**src/ump_pkg.sv**
```systemverilog
package ump_pkg;

  // ==========================================================
  // Register indices (byte address is four times the index)
  localparam logic [9:0] IDX_PULL_UP   = 10'h014;
  localparam logic [9:0] IDX_PULL_DOWN = 10'h015;
  localparam logic [9:0] IDX_LOOP      = 10'h016;
  localparam logic [9:0] IDX_INFRARED  = 10'h017;
  localparam logic [9:0] IDX_CLK_OUT   = 10'h018;
  localparam logic [9:0] IDX_WAKE      = 10'h01f;
  localparam logic [9:0] IDX_INT_STAT  = 10'h020;
  localparam logic [9:0] IDX_INT_MASK  = 10'h021;

  // ==========================================================
  // Reset values and writable-bit masks
  localparam logic [15:0] PULL_UP_RST   = 16'h07ff;
  localparam logic [15:0] PULL_DOWN_RST = 16'h0000;
  localparam logic [15:0] LOOP_RST      = 16'h0000;
  localparam logic [15:0] INFRARED_RST  = 16'h0000;
  localparam logic [15:0] CLK_OUT_RST   = 16'h0000;
  localparam logic [15:0] WAKE_RST      = 16'h0004;
  localparam logic [15:0] INT_STAT_RST  = 16'h0000;
  localparam logic [15:0] INT_MASK_RST  = 16'h0000;
  localparam logic [15:0] PULL_MASK     = 16'h07ff;
  localparam logic [15:0] LOOP_MASK     = 16'h0007;
  localparam logic [15:0] INFRARED_MASK = 16'h0007;
  localparam logic [15:0] CLK_OUT_MASK  = 16'hffff;
  localparam logic [15:0] WAKE_MASK     = 16'h000c;
  localparam logic [15:0] INT_MASK      = 16'h0007;

  // ==========================================================
  // Field positions
  localparam int RX_PULL_BIT    = 10;
  localparam int GPIO_PULL_LSB  = 0;
  localparam int LOOP_DTR_DSR   = 2;
  localparam int LOOP_RTS_CTS   = 1;
  localparam int LOOP_TX_RX     = 0;
  localparam int IR_WIDE_PULSE  = 2;
  localparam int IR_RX_INVERT   = 1;
  localparam int IR_ENABLE      = 0;
  localparam int CLK_HIGH_LSB   = 8;
  localparam int CLK_LOW_LSB    = 0;
  localparam int WAKE_RX_EN     = 3;
  localparam int WAKE_RING_EN   = 2;
  localparam int EV_RX_WAKE     = 0;
  localparam int EV_RING_WAKE   = 1;
  localparam int EV_WAKE_REQ    = 2;

  // ==========================================================
  // Timing
  localparam logic [3:0] IR_NARROW_TICKS = 4'h3;
  localparam logic [3:0] IR_WIDE_TICKS   = 4'h4;
  localparam logic [3:0] IR_HOLD_TICKS   = 4'hf;
  localparam int MCLK_PERIOD_PS  = 20000;
  localparam int CLK_OUT_STEP_PS = 41670;

  // ==========================================================
  // Clock output phases
  typedef enum logic [1:0] {
    CG_IDLE = 2'b00,
    CG_HIGH = 2'b01,
    CG_LOW  = 2'b11
  } ump_clk_phase_type;

endpackage

```
**src/ump_clk_out_gen.sv**
```systemverilog
`timescale 1ns/1ps

module ump_clk_out_gen (
  // Clock and reset
  input  wire logic       mclk,
  input  wire logic       srst,
  // Period settings in output steps
  input  wire logic [7:0] highSpan,
  input  wire logic [7:0] lowSpan,
  // Generated clock
  output logic            clkOut
);

  typedef struct packed {
    ump_pkg::ump_clk_phase_type phase;
    logic [16:0]                acc;
    logic [7:0]                 count;
    logic                       out;
  } ump_clk_state_type;

  localparam logic [16:0] STEP_PS = 17'(ump_pkg::CLK_OUT_STEP_PS);
  localparam logic [16:0] MCLK_PS = 17'(ump_pkg::MCLK_PERIOD_PS);

  ump_clk_state_type s_reg;
  ump_clk_state_type s_next;
  logic [16:0]       sum;
  logic              tick;
  logic [7:0]        countInc;

  always_comb begin
    s_next   = s_reg;
    // Fractional step: average tick rate matches the step time exactly
    sum      = s_reg.acc + MCLK_PS;
    tick     = (sum >= STEP_PS);
    s_next.acc = tick ? (sum - STEP_PS) : sum;
    countInc = s_reg.count + 8'h01;
    unique case (s_reg.phase)
      ump_pkg::CG_IDLE: begin
        s_next.count = 8'h00;
        if (highSpan != 8'h00) begin
          s_next.phase = ump_pkg::CG_HIGH;
        end else if (lowSpan != 8'h00) begin
          s_next.phase = ump_pkg::CG_LOW;
        end
      end
      ump_pkg::CG_HIGH: begin
        if (tick) begin
          s_next.count = countInc;
          if (countInc >= highSpan) begin
            s_next.count = 8'h00;
            if (lowSpan != 8'h00) begin
              s_next.phase = ump_pkg::CG_LOW;
            end else if (highSpan == 8'h00) begin
              s_next.phase = ump_pkg::CG_IDLE;
            end
          end
        end
      end
      ump_pkg::CG_LOW: begin
        if (tick) begin
          s_next.count = countInc;
          if (countInc >= lowSpan) begin
            s_next.count = 8'h00;
            if (highSpan != 8'h00) begin
              s_next.phase = ump_pkg::CG_HIGH;
            end else if (lowSpan == 8'h00) begin
              s_next.phase = ump_pkg::CG_IDLE;
            end
          end
        end
      end
      default: begin
        s_next.phase = ump_pkg::CG_IDLE;
        s_next.count = 8'h00;
      end
    endcase
    s_next.out = (s_next.phase == ump_pkg::CG_HIGH);
  end

  always_ff @(posedge mclk) begin
    if (srst) begin
      s_reg <= '{phase: ump_pkg::CG_IDLE, acc: 17'h00000,
                 count: 8'h00, out: 1'b0};
    end else begin
      s_reg <= s_next;
    end
  end

  assign clkOut = s_reg.out;

endmodule // ump_clk_out_gen

```
**src/ump_pin_misc_ctrl.sv**
```systemverilog
`timescale 1ns/1ps

module ump_pin_misc_ctrl #(
  parameter int GPIO_COUNT = 10
) (
  // Clock and reset
  input  wire logic                  mclk,
  input  wire logic                  srst,
  // APB slave
  input  wire logic                  psel,
  input  wire logic                  penable,
  input  wire logic                  pwrite,
  input  wire logic [11:0]           paddr,
  input  wire logic [31:0]           pwdata,
  output logic [31:0]                prdata,
  output logic                       pready,
  output logic                       pslverr,
  // UART core side
  input  wire logic                  coreTxd,
  input  wire logic                  coreRts,
  input  wire logic                  coreDtr,
  input  wire logic                  sampleTick,
  output logic                       coreRxd,
  output logic                       coreCts,
  output logic                       coreDsr,
  // UART and modem pins
  input  wire logic                  rxPin,
  input  wire logic                  ctsPin,
  input  wire logic                  dsrPin,
  input  wire logic                  ringWakePin,
  output logic                       txPin,
  output logic                       txPinOe,
  // Pin direction and pull resistor controls
  input  wire logic                  rxIsInput,
  input  wire logic                  ringIsInput,
  input  wire logic [GPIO_COUNT-1:0] gpioIsInput,
  output logic                       rxPullUp,
  output logic                       rxPullDown,
  output logic [GPIO_COUNT-1:0]      gpioPullUp,
  output logic [GPIO_COUNT-1:0]      gpioPullDown,
  // Clock output
  output logic                       clkOutPin,
  // USB power state and wakeup
  input  wire logic                  suspended,
  input  wire logic                  remoteWakeAllowed,
  output logic                       wakeRequest,
  // Interrupt
  output logic                       irq
);

  // ==========================================================
  // Parameter check
  if (GPIO_COUNT < 1 || GPIO_COUNT > 10) begin : g_bad_count
    $error("GPIO_COUNT must lie between 1 and 10");
  end

  // ==========================================================
  // State
  typedef struct packed {
    logic [15:0]           pullUpReg;
    logic [15:0]           pullDownReg;
    logic [15:0]           loopReg;
    logic [15:0]           irReg;
    logic [15:0]           clkReg;
    logic [15:0]           wakeReg;
    logic [15:0]           intStat;
    logic [15:0]           intMask;
    logic [31:0]           rdData;
    logic                  ready;
    logic                  slvErr;
    logic [GPIO_COUNT-1:0] gpioPu;
    logic [GPIO_COUNT-1:0] gpioPd;
    logic                  rxPu;
    logic                  rxPd;
    logic                  txOut;
    logic                  txOe;
    logic                  rxOut;
    logic                  ctsOut;
    logic                  dsrOut;
    logic [3:0]            txPhase;
    logic                  lastTxd;
    logic [3:0]            rxHold;
    logic                  rxPrev;
    logic                  ringPrev;
    logic                  wakeReq;
    logic                  irqOut;
  } ump_state_type;

  ump_state_type s_reg;
  ump_state_type s_next;

  // ==========================================================
  // Combinational helpers
  logic        setupPhase;
  logic        accessDone;
  logic [9:0]  regIndex;
  logic        addrHit;
  logic [15:0] rdWord;
  logic [15:0] wrWord;
  logic        irOn;
  logic [3:0]  pulseTicks;
  logic        irTx;
  logic        rxRaw;
  logic        rxDecoded;
  logic        rxFall;
  logic        ringFall;
  logic        rxWakeEv;
  logic        ringWakeEv;
  logic        wakeEv;
  logic [15:0] events;
  logic [15:0] readClear;

  always_comb begin
    s_next     = s_reg;
    setupPhase = psel && !penable;
    accessDone = psel && penable && s_reg.ready;
    regIndex   = paddr[11:2];
    wrWord     = pwdata[15:0];
    addrHit    = 1'b1;
    rdWord     = 16'h0000;

    // ---- Register decode, answered one cycle after setup
    unique case (regIndex)
      ump_pkg::IDX_PULL_UP:   rdWord = s_reg.pullUpReg;
      ump_pkg::IDX_PULL_DOWN: rdWord = s_reg.pullDownReg;
      ump_pkg::IDX_LOOP:      rdWord = s_reg.loopReg;
      ump_pkg::IDX_INFRARED:  rdWord = s_reg.irReg;
      ump_pkg::IDX_CLK_OUT:   rdWord = s_reg.clkReg;
      ump_pkg::IDX_WAKE:      rdWord = s_reg.wakeReg;
      ump_pkg::IDX_INT_STAT:  rdWord = s_reg.intStat;
      ump_pkg::IDX_INT_MASK:  rdWord = s_reg.intMask;
      default:                addrHit = 1'b0;
    endcase
    if (paddr[1:0] != 2'b00) begin
      addrHit = 1'b0;
    end
    s_next.ready  = setupPhase;
    s_next.slvErr = setupPhase && !addrHit;
    if (setupPhase) begin
      s_next.rdData = (addrHit && !pwrite) ? {16'h0000, rdWord} : 32'h0;
    end

    // Writes; reserved bits are stored as zero regardless
    readClear = 16'h0000;
    if (accessDone && addrHit && pwrite) begin
      unique case (regIndex)
        ump_pkg::IDX_PULL_UP:
          s_next.pullUpReg = wrWord & ump_pkg::PULL_MASK;
        ump_pkg::IDX_PULL_DOWN:
          s_next.pullDownReg = wrWord & ump_pkg::PULL_MASK;
        ump_pkg::IDX_LOOP:
          s_next.loopReg = wrWord & ump_pkg::LOOP_MASK;
        ump_pkg::IDX_INFRARED:
          s_next.irReg = wrWord & ump_pkg::INFRARED_MASK;
        ump_pkg::IDX_CLK_OUT:
          s_next.clkReg = wrWord & ump_pkg::CLK_OUT_MASK;
        ump_pkg::IDX_WAKE:
          s_next.wakeReg = wrWord & ump_pkg::WAKE_MASK;
        ump_pkg::IDX_INT_MASK:
          s_next.intMask = wrWord & ump_pkg::INT_MASK;
        default: ;
      endcase
    end
    // Clear only what the read returned, so later events survive
    if (accessDone && addrHit && !pwrite
        && regIndex == ump_pkg::IDX_INT_STAT) begin
      readClear = s_reg.rdData[15:0];
    end

    // ---- Pull resistors, gated by input direction
    for (int i = 0; i < GPIO_COUNT; i++) begin
      s_next.gpioPu[i] = s_reg.pullUpReg[ump_pkg::GPIO_PULL_LSB + i]
                         && gpioIsInput[i];
      s_next.gpioPd[i] = s_reg.pullDownReg[ump_pkg::GPIO_PULL_LSB + i]
                         && !s_reg.pullUpReg[ump_pkg::GPIO_PULL_LSB + i]
                         && gpioIsInput[i];
    end
    s_next.rxPu = s_reg.pullUpReg[ump_pkg::RX_PULL_BIT]
                  && rxIsInput;
    s_next.rxPd = s_reg.pullDownReg[ump_pkg::RX_PULL_BIT]
                  && !s_reg.pullUpReg[ump_pkg::RX_PULL_BIT]
                  && rxIsInput;

    // ---- Infrared transmit: pulse at the start of each zero bit
    irOn       = s_reg.irReg[ump_pkg::IR_ENABLE];
    pulseTicks = s_reg.irReg[ump_pkg::IR_WIDE_PULSE]
                 ? ump_pkg::IR_WIDE_TICKS
                 : ump_pkg::IR_NARROW_TICKS;
    s_next.lastTxd = coreTxd;
    if (coreTxd != s_reg.lastTxd) begin
      // Bit phase realigns on every data edge
      s_next.txPhase = 4'h0;
    end else if (sampleTick) begin
      s_next.txPhase = s_reg.txPhase + 4'h1;
    end
    irTx = !coreTxd && (s_reg.txPhase < pulseTicks);
    s_next.txOut = irOn ? irTx : coreTxd;
    s_next.txOe  = !s_reg.loopReg[ump_pkg::LOOP_TX_RX];

    // ---- Infrared receive: a low pulse stretches to one zero bit
    rxRaw = rxPin ^ (irOn && s_reg.irReg[ump_pkg::IR_RX_INVERT]);
    if (!rxRaw) begin
      s_next.rxHold = ump_pkg::IR_HOLD_TICKS;
    end else if (sampleTick && s_reg.rxHold != 4'h0) begin
      s_next.rxHold = s_reg.rxHold - 4'h1;
    end
    rxDecoded = irOn ? (rxRaw && s_reg.rxHold == 4'h0) : rxPin;
    s_next.rxOut = s_reg.loopReg[ump_pkg::LOOP_TX_RX]
                   ? coreTxd : rxDecoded;

    // ---- Modem loopback paths
    s_next.ctsOut = s_reg.loopReg[ump_pkg::LOOP_RTS_CTS]
                    ? coreRts : ctsPin;
    s_next.dsrOut = s_reg.loopReg[ump_pkg::LOOP_DTR_DSR]
                    ? coreDtr : dsrPin;

    // ---- Wakeup sources
    s_next.rxPrev   = rxPin;
    s_next.ringPrev = ringWakePin;
    rxFall     = s_reg.rxPrev && !rxPin;
    ringFall   = s_reg.ringPrev && !ringWakePin;
    rxWakeEv   = rxFall && rxIsInput
                 && s_reg.wakeReg[ump_pkg::WAKE_RX_EN];
    ringWakeEv = ringFall && ringIsInput
                 && s_reg.wakeReg[ump_pkg::WAKE_RING_EN];
    wakeEv     = (rxWakeEv || ringWakeEv)
                 && suspended && remoteWakeAllowed;
    s_next.wakeReq = wakeEv;

    // ---- Interrupt status: set wins over read clear
    events = 16'h0000;
    events[ump_pkg::EV_RX_WAKE]   = rxWakeEv;
    events[ump_pkg::EV_RING_WAKE] = ringWakeEv;
    events[ump_pkg::EV_WAKE_REQ]  = wakeEv;
    s_next.intStat = ((s_reg.intStat & ~readClear) | events)
                     & ump_pkg::INT_MASK;
    s_next.irqOut  = |(s_next.intStat & s_next.intMask);
  end

  always_ff @(posedge mclk) begin
    if (srst) begin
      s_reg             <= '0;
      s_reg.pullUpReg   <= ump_pkg::PULL_UP_RST;
      s_reg.pullDownReg <= ump_pkg::PULL_DOWN_RST;
      s_reg.loopReg     <= ump_pkg::LOOP_RST;
      s_reg.irReg       <= ump_pkg::INFRARED_RST;
      s_reg.clkReg      <= ump_pkg::CLK_OUT_RST;
      s_reg.wakeReg     <= ump_pkg::WAKE_RST;
      s_reg.intStat     <= ump_pkg::INT_STAT_RST;
      s_reg.intMask     <= ump_pkg::INT_MASK_RST;
      s_reg.txOut       <= 1'b1;
      s_reg.txOe        <= 1'b1;
      s_reg.rxOut       <= 1'b1;
      s_reg.lastTxd     <= 1'b1;
      s_reg.rxPrev      <= 1'b1;
      s_reg.ringPrev    <= 1'b1;
    end else begin
      s_reg <= s_next;
    end
  end

  // ==========================================================
  // Output clock generator
  ump_clk_out_gen u_clk_out (
    .mclk     (mclk),
    .srst     (srst),
    .highSpan (s_reg.clkReg[ump_pkg::CLK_HIGH_LSB +: 8]),
    .lowSpan  (s_reg.clkReg[ump_pkg::CLK_LOW_LSB +: 8]),
    .clkOut   (clkOutPin)
  );

  // ==========================================================
  // Outputs, all from flip-flops
  assign prdata       = s_reg.rdData;
  assign pready       = s_reg.ready;
  assign pslverr      = s_reg.slvErr;
  assign coreRxd      = s_reg.rxOut;
  assign coreCts      = s_reg.ctsOut;
  assign coreDsr      = s_reg.dsrOut;
  assign txPin        = s_reg.txOut;
  assign txPinOe      = s_reg.txOe;
  assign rxPullUp     = s_reg.rxPu;
  assign rxPullDown   = s_reg.rxPd;
  assign gpioPullUp   = s_reg.gpioPu;
  assign gpioPullDown = s_reg.gpioPd;
  assign wakeRequest  = s_reg.wakeReq;
  assign irq          = s_reg.irqOut;

endmodule // ump_pin_misc_ctrl

```
**config.mk**
```make
export PLATFORM = sky130hd
export DESIGN_NAME = ump_pin_misc_ctrl
export DESIGN_NICKNAME = d
export VERILOG_FILES = /design/src/ump_pkg.sv /design/src/ump_clk_out_gen.sv /design/src/ump_pin_misc_ctrl.sv
export SDC_FILE = /design/constraint.sdc
export NUM_CORES = 1
export LEC_CHECK = 0
export BUFFER_PORTS_ARGS = -buffer_cell sky130_fd_sc_hd__clkbuf_2
export CORE_MARGIN = 4
export CORE_UTILIZATION = 55
export CTS_CLUSTER_SIZE = 12
export DETAILED_ROUTE_END_ITERATION = 6
export PLACE_DENSITY = 0.8
export SETUP_SLACK_MARGIN = 0.5
export SYNTH_ARGS = -nofsm -noshare
export SYNTH_HDL_FRONTEND = slang
export SYNTH_HIERARCHICAL = 1
export SYNTH_SLANG_ARGS = --single-unit
```
**constraint.sdc**
```tcl
create_clock -name mclk -period 8.6 [get_ports mclk]
set_input_delay 0.86 -clock mclk [delete_from_list [all_inputs] [get_ports mclk]]
set_output_delay 0.86 -clock mclk [all_outputs]
set_load 0.01 [all_outputs]
```
* Word-level counts from Yosys, hierarchy flattened
Index checks and enable logic that the tools add are counted.
** Cells by class
- $mul :: 0
- Add/subtract/negate cells :: 5
- Equal/unequal tests :: 15
- $lt $le $gt $ge :: 4
- Mux-type cells :: 32
- Shifts and indexed selects :: 0
- Bitwise logic cells :: 5
- Div/mod/pow operators :: 0
- Reduce and logical (&&, ||, !) cells :: 91
** Operators with widths (number)
- $pmux W16 S8 :: 1
- $eq A10 B5 Y1 const B :: 6
- $logic_and A1 B1 Y1 :: 54
- $mux W16 :: 3
- $mux W8 :: 4
- $eq A10 B6 Y1 const B :: 2
- $mux W2 :: 10
- $logic_not A1 Y1 :: 18
- $add A17 B15 Y17 const B :: 1
- $ge A17 B16 Y1 const B :: 1
- $mux W17 :: 1
- $sub A17 B16 Y17 const B :: 1
- $and A3 B16 Y16 :: 1
- $ge A8 B8 Y1 :: 2
- $logic_not A8 Y1 :: 2
- $pmux W8 S2 :: 1
- $reduce_bool A8 Y1 :: 2
- $reduce_or A16 Y1 :: 1
- $reduce_and A2 Y1 :: 7
- $add A8 B1 Y8 const B :: 1
- $mux W4 :: 2
- $reduce_or A8 Y1 :: 1
- $mux W1 :: 7
- $mux W3 :: 2
- other kinds (18) :: 21
** Word-level totals
- Input bits :: 71
- Memories :: 0
- Bits in registers :: 151
- Memory bits (writable) :: 0
- Bits in latches :: 0
- Word-level logic and storage cells :: 183
- Output and inout port bits :: 64
- Memory bits (read-only) :: 0

* Depth between registers and ports, before layout
- Depth after elaboration :: 13
- Gate-level depth with buffers :: 12
- Depth with buffers taken out :: 12

* Hierarchy
The synthesis kept the hierarchy.
** By module, submodules not included
- ump_pin_misc_ctrl :: cells each 508, area each 4840.9 µm², times used 1
- ump_clk_out_gen :: cells each 258, area each 2099.5 µm², times used 1

* Worst setup path after synthesis
No wires, ideal clock.
- Path kind :: register to register
- From :: reg u_clk_out/s_reg[1] in the netlist's numbering
- To :: reg u_clk_out/s_reg[1] in the netlist's numbering
- Setup slack :: 5.532 ns
- Library setup time :: 0.071 ns
- Path buffers :: 0
- Cell stages (with the launch flop) :: 13
- Arrival time :: 2.997 ns
- Path through :: dfxtp_1 > nand3_1 > nor3_1 > nand3_1 > xnor2_1 > ha_1 > a21oi_1 > o21ai_0 > a21oi_1 > nand2_1 > a21boi_0 > or3b_2 > a21oi_1
** Between the ends
- Cells in the longest elaborated chain, start to end :: 5
- Elaborated cells on any way between the ends :: 8
** Ends and longest elaborated chain
- start, declared :: RTL line ump_clk_out_gen.sv:24 : ump_clk_state_type s_reg;
- start signal, assigned :: RTL line ump_clk_out_gen.sv:82 : s_reg <= '{phase: ump_pkg::CG_IDLE, acc: 17'h00000,
- start signal, assigned :: RTL line ump_clk_out_gen.sv:85 : s_reg <= s_next;
- $add A8 B1 Y8 (*) :: RTL line ump_clk_out_gen.sv:36 : countInc = s_reg.count + 8'h01;
- $ge A8 B8 Y1, on equally long branches :: RTL line ump_clk_out_gen.sv:62, ump_clk_out_gen.sv:49
- $mux W8, on equally long branches :: RTL line ump_clk_out_gen.sv:62, ump_clk_out_gen.sv:49
- $mux W8, on equally long branches :: RTL line ump_clk_out_gen.sv:60, ump_clk_out_gen.sv:47
- $pmux W8 S2 (*) :: RTL line ump_clk_out_gen.sv:37 : unique case (s_reg.phase)
Mark *: on every way between the ends. The rest lies on a longest branch, timed or not. The select of a mux whose other input is x is not followed.
A chain may end at the register's enable or synchronous reset.

* Final worst setup path
Same ends and word-level chain as after synthesis.

==> summary.txt <==
Timing
  • RSZ-0062 raised after global routing: no
  • Fin Setup TNS: 0 ns
  • Crit path time final: 3.32 ns
  • Hold_ws: 0.448 ns
  • Final hold vios: 0
  • Setup WS post-layout: 5.28 ns
  • Final Cycle Share: between 30% and 40%
  • Worst slew pin tran: 1.12 ns
  • Final clock skew: 0.0104 ns
  • Final setup violation count: 0
  • Max-slew violation count: 0
  • Slew margin rel.: 25.4%
  • Maximum clock rate: roughly 300 MHz

Synth
  • Post-synthesis sequential area ratio: between 30 and 40%
  • Top-area cell type share of the netlist area: 39.5%
  • Cell accounting for the most synthesized area: dfxtp_1
  • Synth Flop Type: dfxtp_1
  • Ys async rst share: 0%
  • Syn Inst Count: 766
  • Netlist Area Pre-Place: about 0.0069 mm2
  • Post-synth EDFFs: 0
  • Synth top area cells: dfxtp_1 (40%), buf_4 (6.2%), ha_1 (4.5%)
  • YS warnings: 6
  • Average size of a mapped cell: a little over 9 um2
  • Synthesis-stage register bit count: 137
  • Distinct cells, synth: 80

Clocking
  • CTS root buf: clkbuf_16
  • Setup Fix Bufs, Post-CTS: 0
  • CTS tree: yes
  • CTS Sinks: 137
  • TritonCTS buffer count: 17
  • Max clock buf depth: 2
  • H-tree lvl count: 4
  • Clock Latency Late Sink: about 0.43 ns
  • Post_cts resized: 0
  • # hold bufs at CTS: 0
  • Clock-pin slew on the worst setup and hold paths: 0.06 ns

Floorplan
  • Core Area: 0.0122 mm2
  • DIE HEIGHT: 120 um
  • Ports: 135
  • Die width: 120 um
  • Placement Rows: 40
  • Initial core utilization: 57.1%
  • Die area: 0.0145 mm2

Route
  • Residual DRC count: 0
  • WL per Instance: 15.3 um
  • Antenna-violating nets left: 0
  • 1st-pass router iterations: 6
  • DR vias/cell: around 5.6
  • Initial drt markers: 487
  • Total number of vias: 5592
  • Post-Route WL: approximately 15000 um

Critical path
  • Worst Path Required: 8.95 ns
  • Crit path capture type: flop
  • CP Launch Type: flop
  • Worst-path maximum fanout: 7
  • Worst reg2reg path endpoint: u_clk_out/s_reg[1]$_SDFFE_PP0P_
  • Arrival time worst endpoint: 3.67 ns
  • CP Launch Point: u_clk_out/s_reg[1]$_SDFFE_PP0P_
  • Worst reg-to-reg path cell count: 12
  • Flop2flop setup slack: approximately 5.3 ns
  • Setup CP Type: reg -> reg
  • Reg2reg start: u_clk_out/s_reg[1]$_SDFFE_PP0P_

Min path
  • HP Start: prdata[6]$_SDFFE_PP0P_
  • Hold Path End: prdata[6]$_SDFFE_PP0P_
  • Hold depth: 2
  • Min-Delay Path Class: reg -> reg

Status
  • Status: finished clean

Job
  • Max-cap violations: 0

Power and ir drop
  • Leak: 3.18 nW
  • Worst vdd ir: 0.161 mV
  • Total power: 0.00186 W
  • PwrDens: between 200 and 250 mW/mm2

Final layout
  • Commonest cells after routing, fill and taps aside: dfxtp_1 (137), clkbuf_2 (101), nand2_1 (74)
  • Final cell count without fillers: 999
  • Fill cells: 1042
  • Most common cell after layout, fill and taps aside: dfxtp_1
  • Share of cells above drive strength 1: 20.1%
  • Nets: 914
  • # diodes: 0
  • Max reg flops: between 60 and 70
  • P&R area growth vs syn: 11.6%

Global route
  • Initial antenna violation count: 0
  • Total grt overflow: 0
  • Vias in the first global route: 5294
  • First-pass GRT wire length: 25200 um
  • Overall routing resource usage: 21.5%
  • Largest net degree at the start of global routing: 99

Placed design
  • Post-DP HPWL: 11000 um
  • PortBufs: slightly above 100
  • Placed cell count: 967
  • RePlAce Congestion: 0.866
  • Worst slack, placed: 5.23 ns
[Yosys cell counts (all sizes together), types with 6 or more instances]
cell type	instances
and3b	13
mux2i	22
dfxtp	137
nand2	74
nor4bb	12
nand4	8
a32o	7
o21ai	32
nor2b	16
nor2	59
buf	65
ha	25
nand3	17
inv	32
a211o	12
a22o	6
xnor2	25
nor3	6
a21oi	58
clkbuf	22
xor2	13
[cells by family (layout without fill, tap and decap cells)]
kind of cell | count (synthesis) | count (layout) | share of synthesized area [%]
other cells | 1 | 16 | 0.0540
xor+xnor | 38 | 38 | 4.80
compound gates | 161 | 161 | 16.1
buf+inv | 119 | 169 | 9.83
flops | 137 | 137 | 39.5
fa+ha+maj | 25 | 25 | 4.51
simple gates | 259 | 259 | 20.9
mux | 26 | 26 | 4.31
[metrics by stage]
step	util [%]	cell area, um2
2_1_floorplan	-	7000
3_3_place_gp	59.0	7180
3_5_place_dp	59.0	7180
4_1_cts	63.7	7750
5_1_grt	63.7	7750
6_report	63.7	7750
[worst max-delay path: stages, from the launching register on]
cell and delay, ns:
dfxtp_1 0.42, nand3_1 0.18, nor3_1 0.39, xor2_1 0.30, ha_1 0.30, a21o_1 0.19, a21o_1 0.17, a21oi_1 0.19
nand3_1 0.15, a21boi_0 0.20, buf_4 0.18, or3b_2 0.44, a21oi_1 0.14
[per-layer routing]
layer  GRT usage [%]  up-vias  share of wire (%)
li1                -     2760                  -
met2            34.9      171                 48
met3            7.16       28                6.0
met5               0        -                  0
met1            26.9     2633                 44
met4            7.44        0                1.7
[worst max-delay path by stage]
stage / depth (start not counted) / endpoint / slack, ns
after floorplan: 12 / u_clk_out/s_reg[1]$_SDFFE_PP0P_ / 5.53
after global placement: 6 / prdata[12]$_SDFFE_PP0P_ / 5.28
after detailed placement: 6 / s_reg[196]$_SDFFE_PP1P_ / 5.23
after CTS: 13 / u_clk_out/s_reg[1]$_SDFFE_PP0P_ / 5.28
after global routing: 13 / u_clk_out/s_reg[1]$_SDFFE_PP0P_ / 4.88
final: 12 / u_clk_out/s_reg[1]$_SDFFE_PP0P_ / 5.28
[layout make-up]
type	instances	area, um2	share of cell area, %
multi-input combinational	525	3570	46.1
sequential	137	2740	35.4
timing repair buffer	105	536	6.91
clock buffer	18	429	5.54
tap	168	210	2.71
clock inverter	14	136	1.76
inverter	32	120	1.55
[power by group]
group          leakage, nW  internal (W)  switching [W]
Combinational         1.80      0.000193       0.000250
Sequential            1.11      0.000676      0.0000463
Clock                0.269      0.000403       0.000295
Total                 3.18       0.00127       0.000591
(Power assumes the default switching activity.)
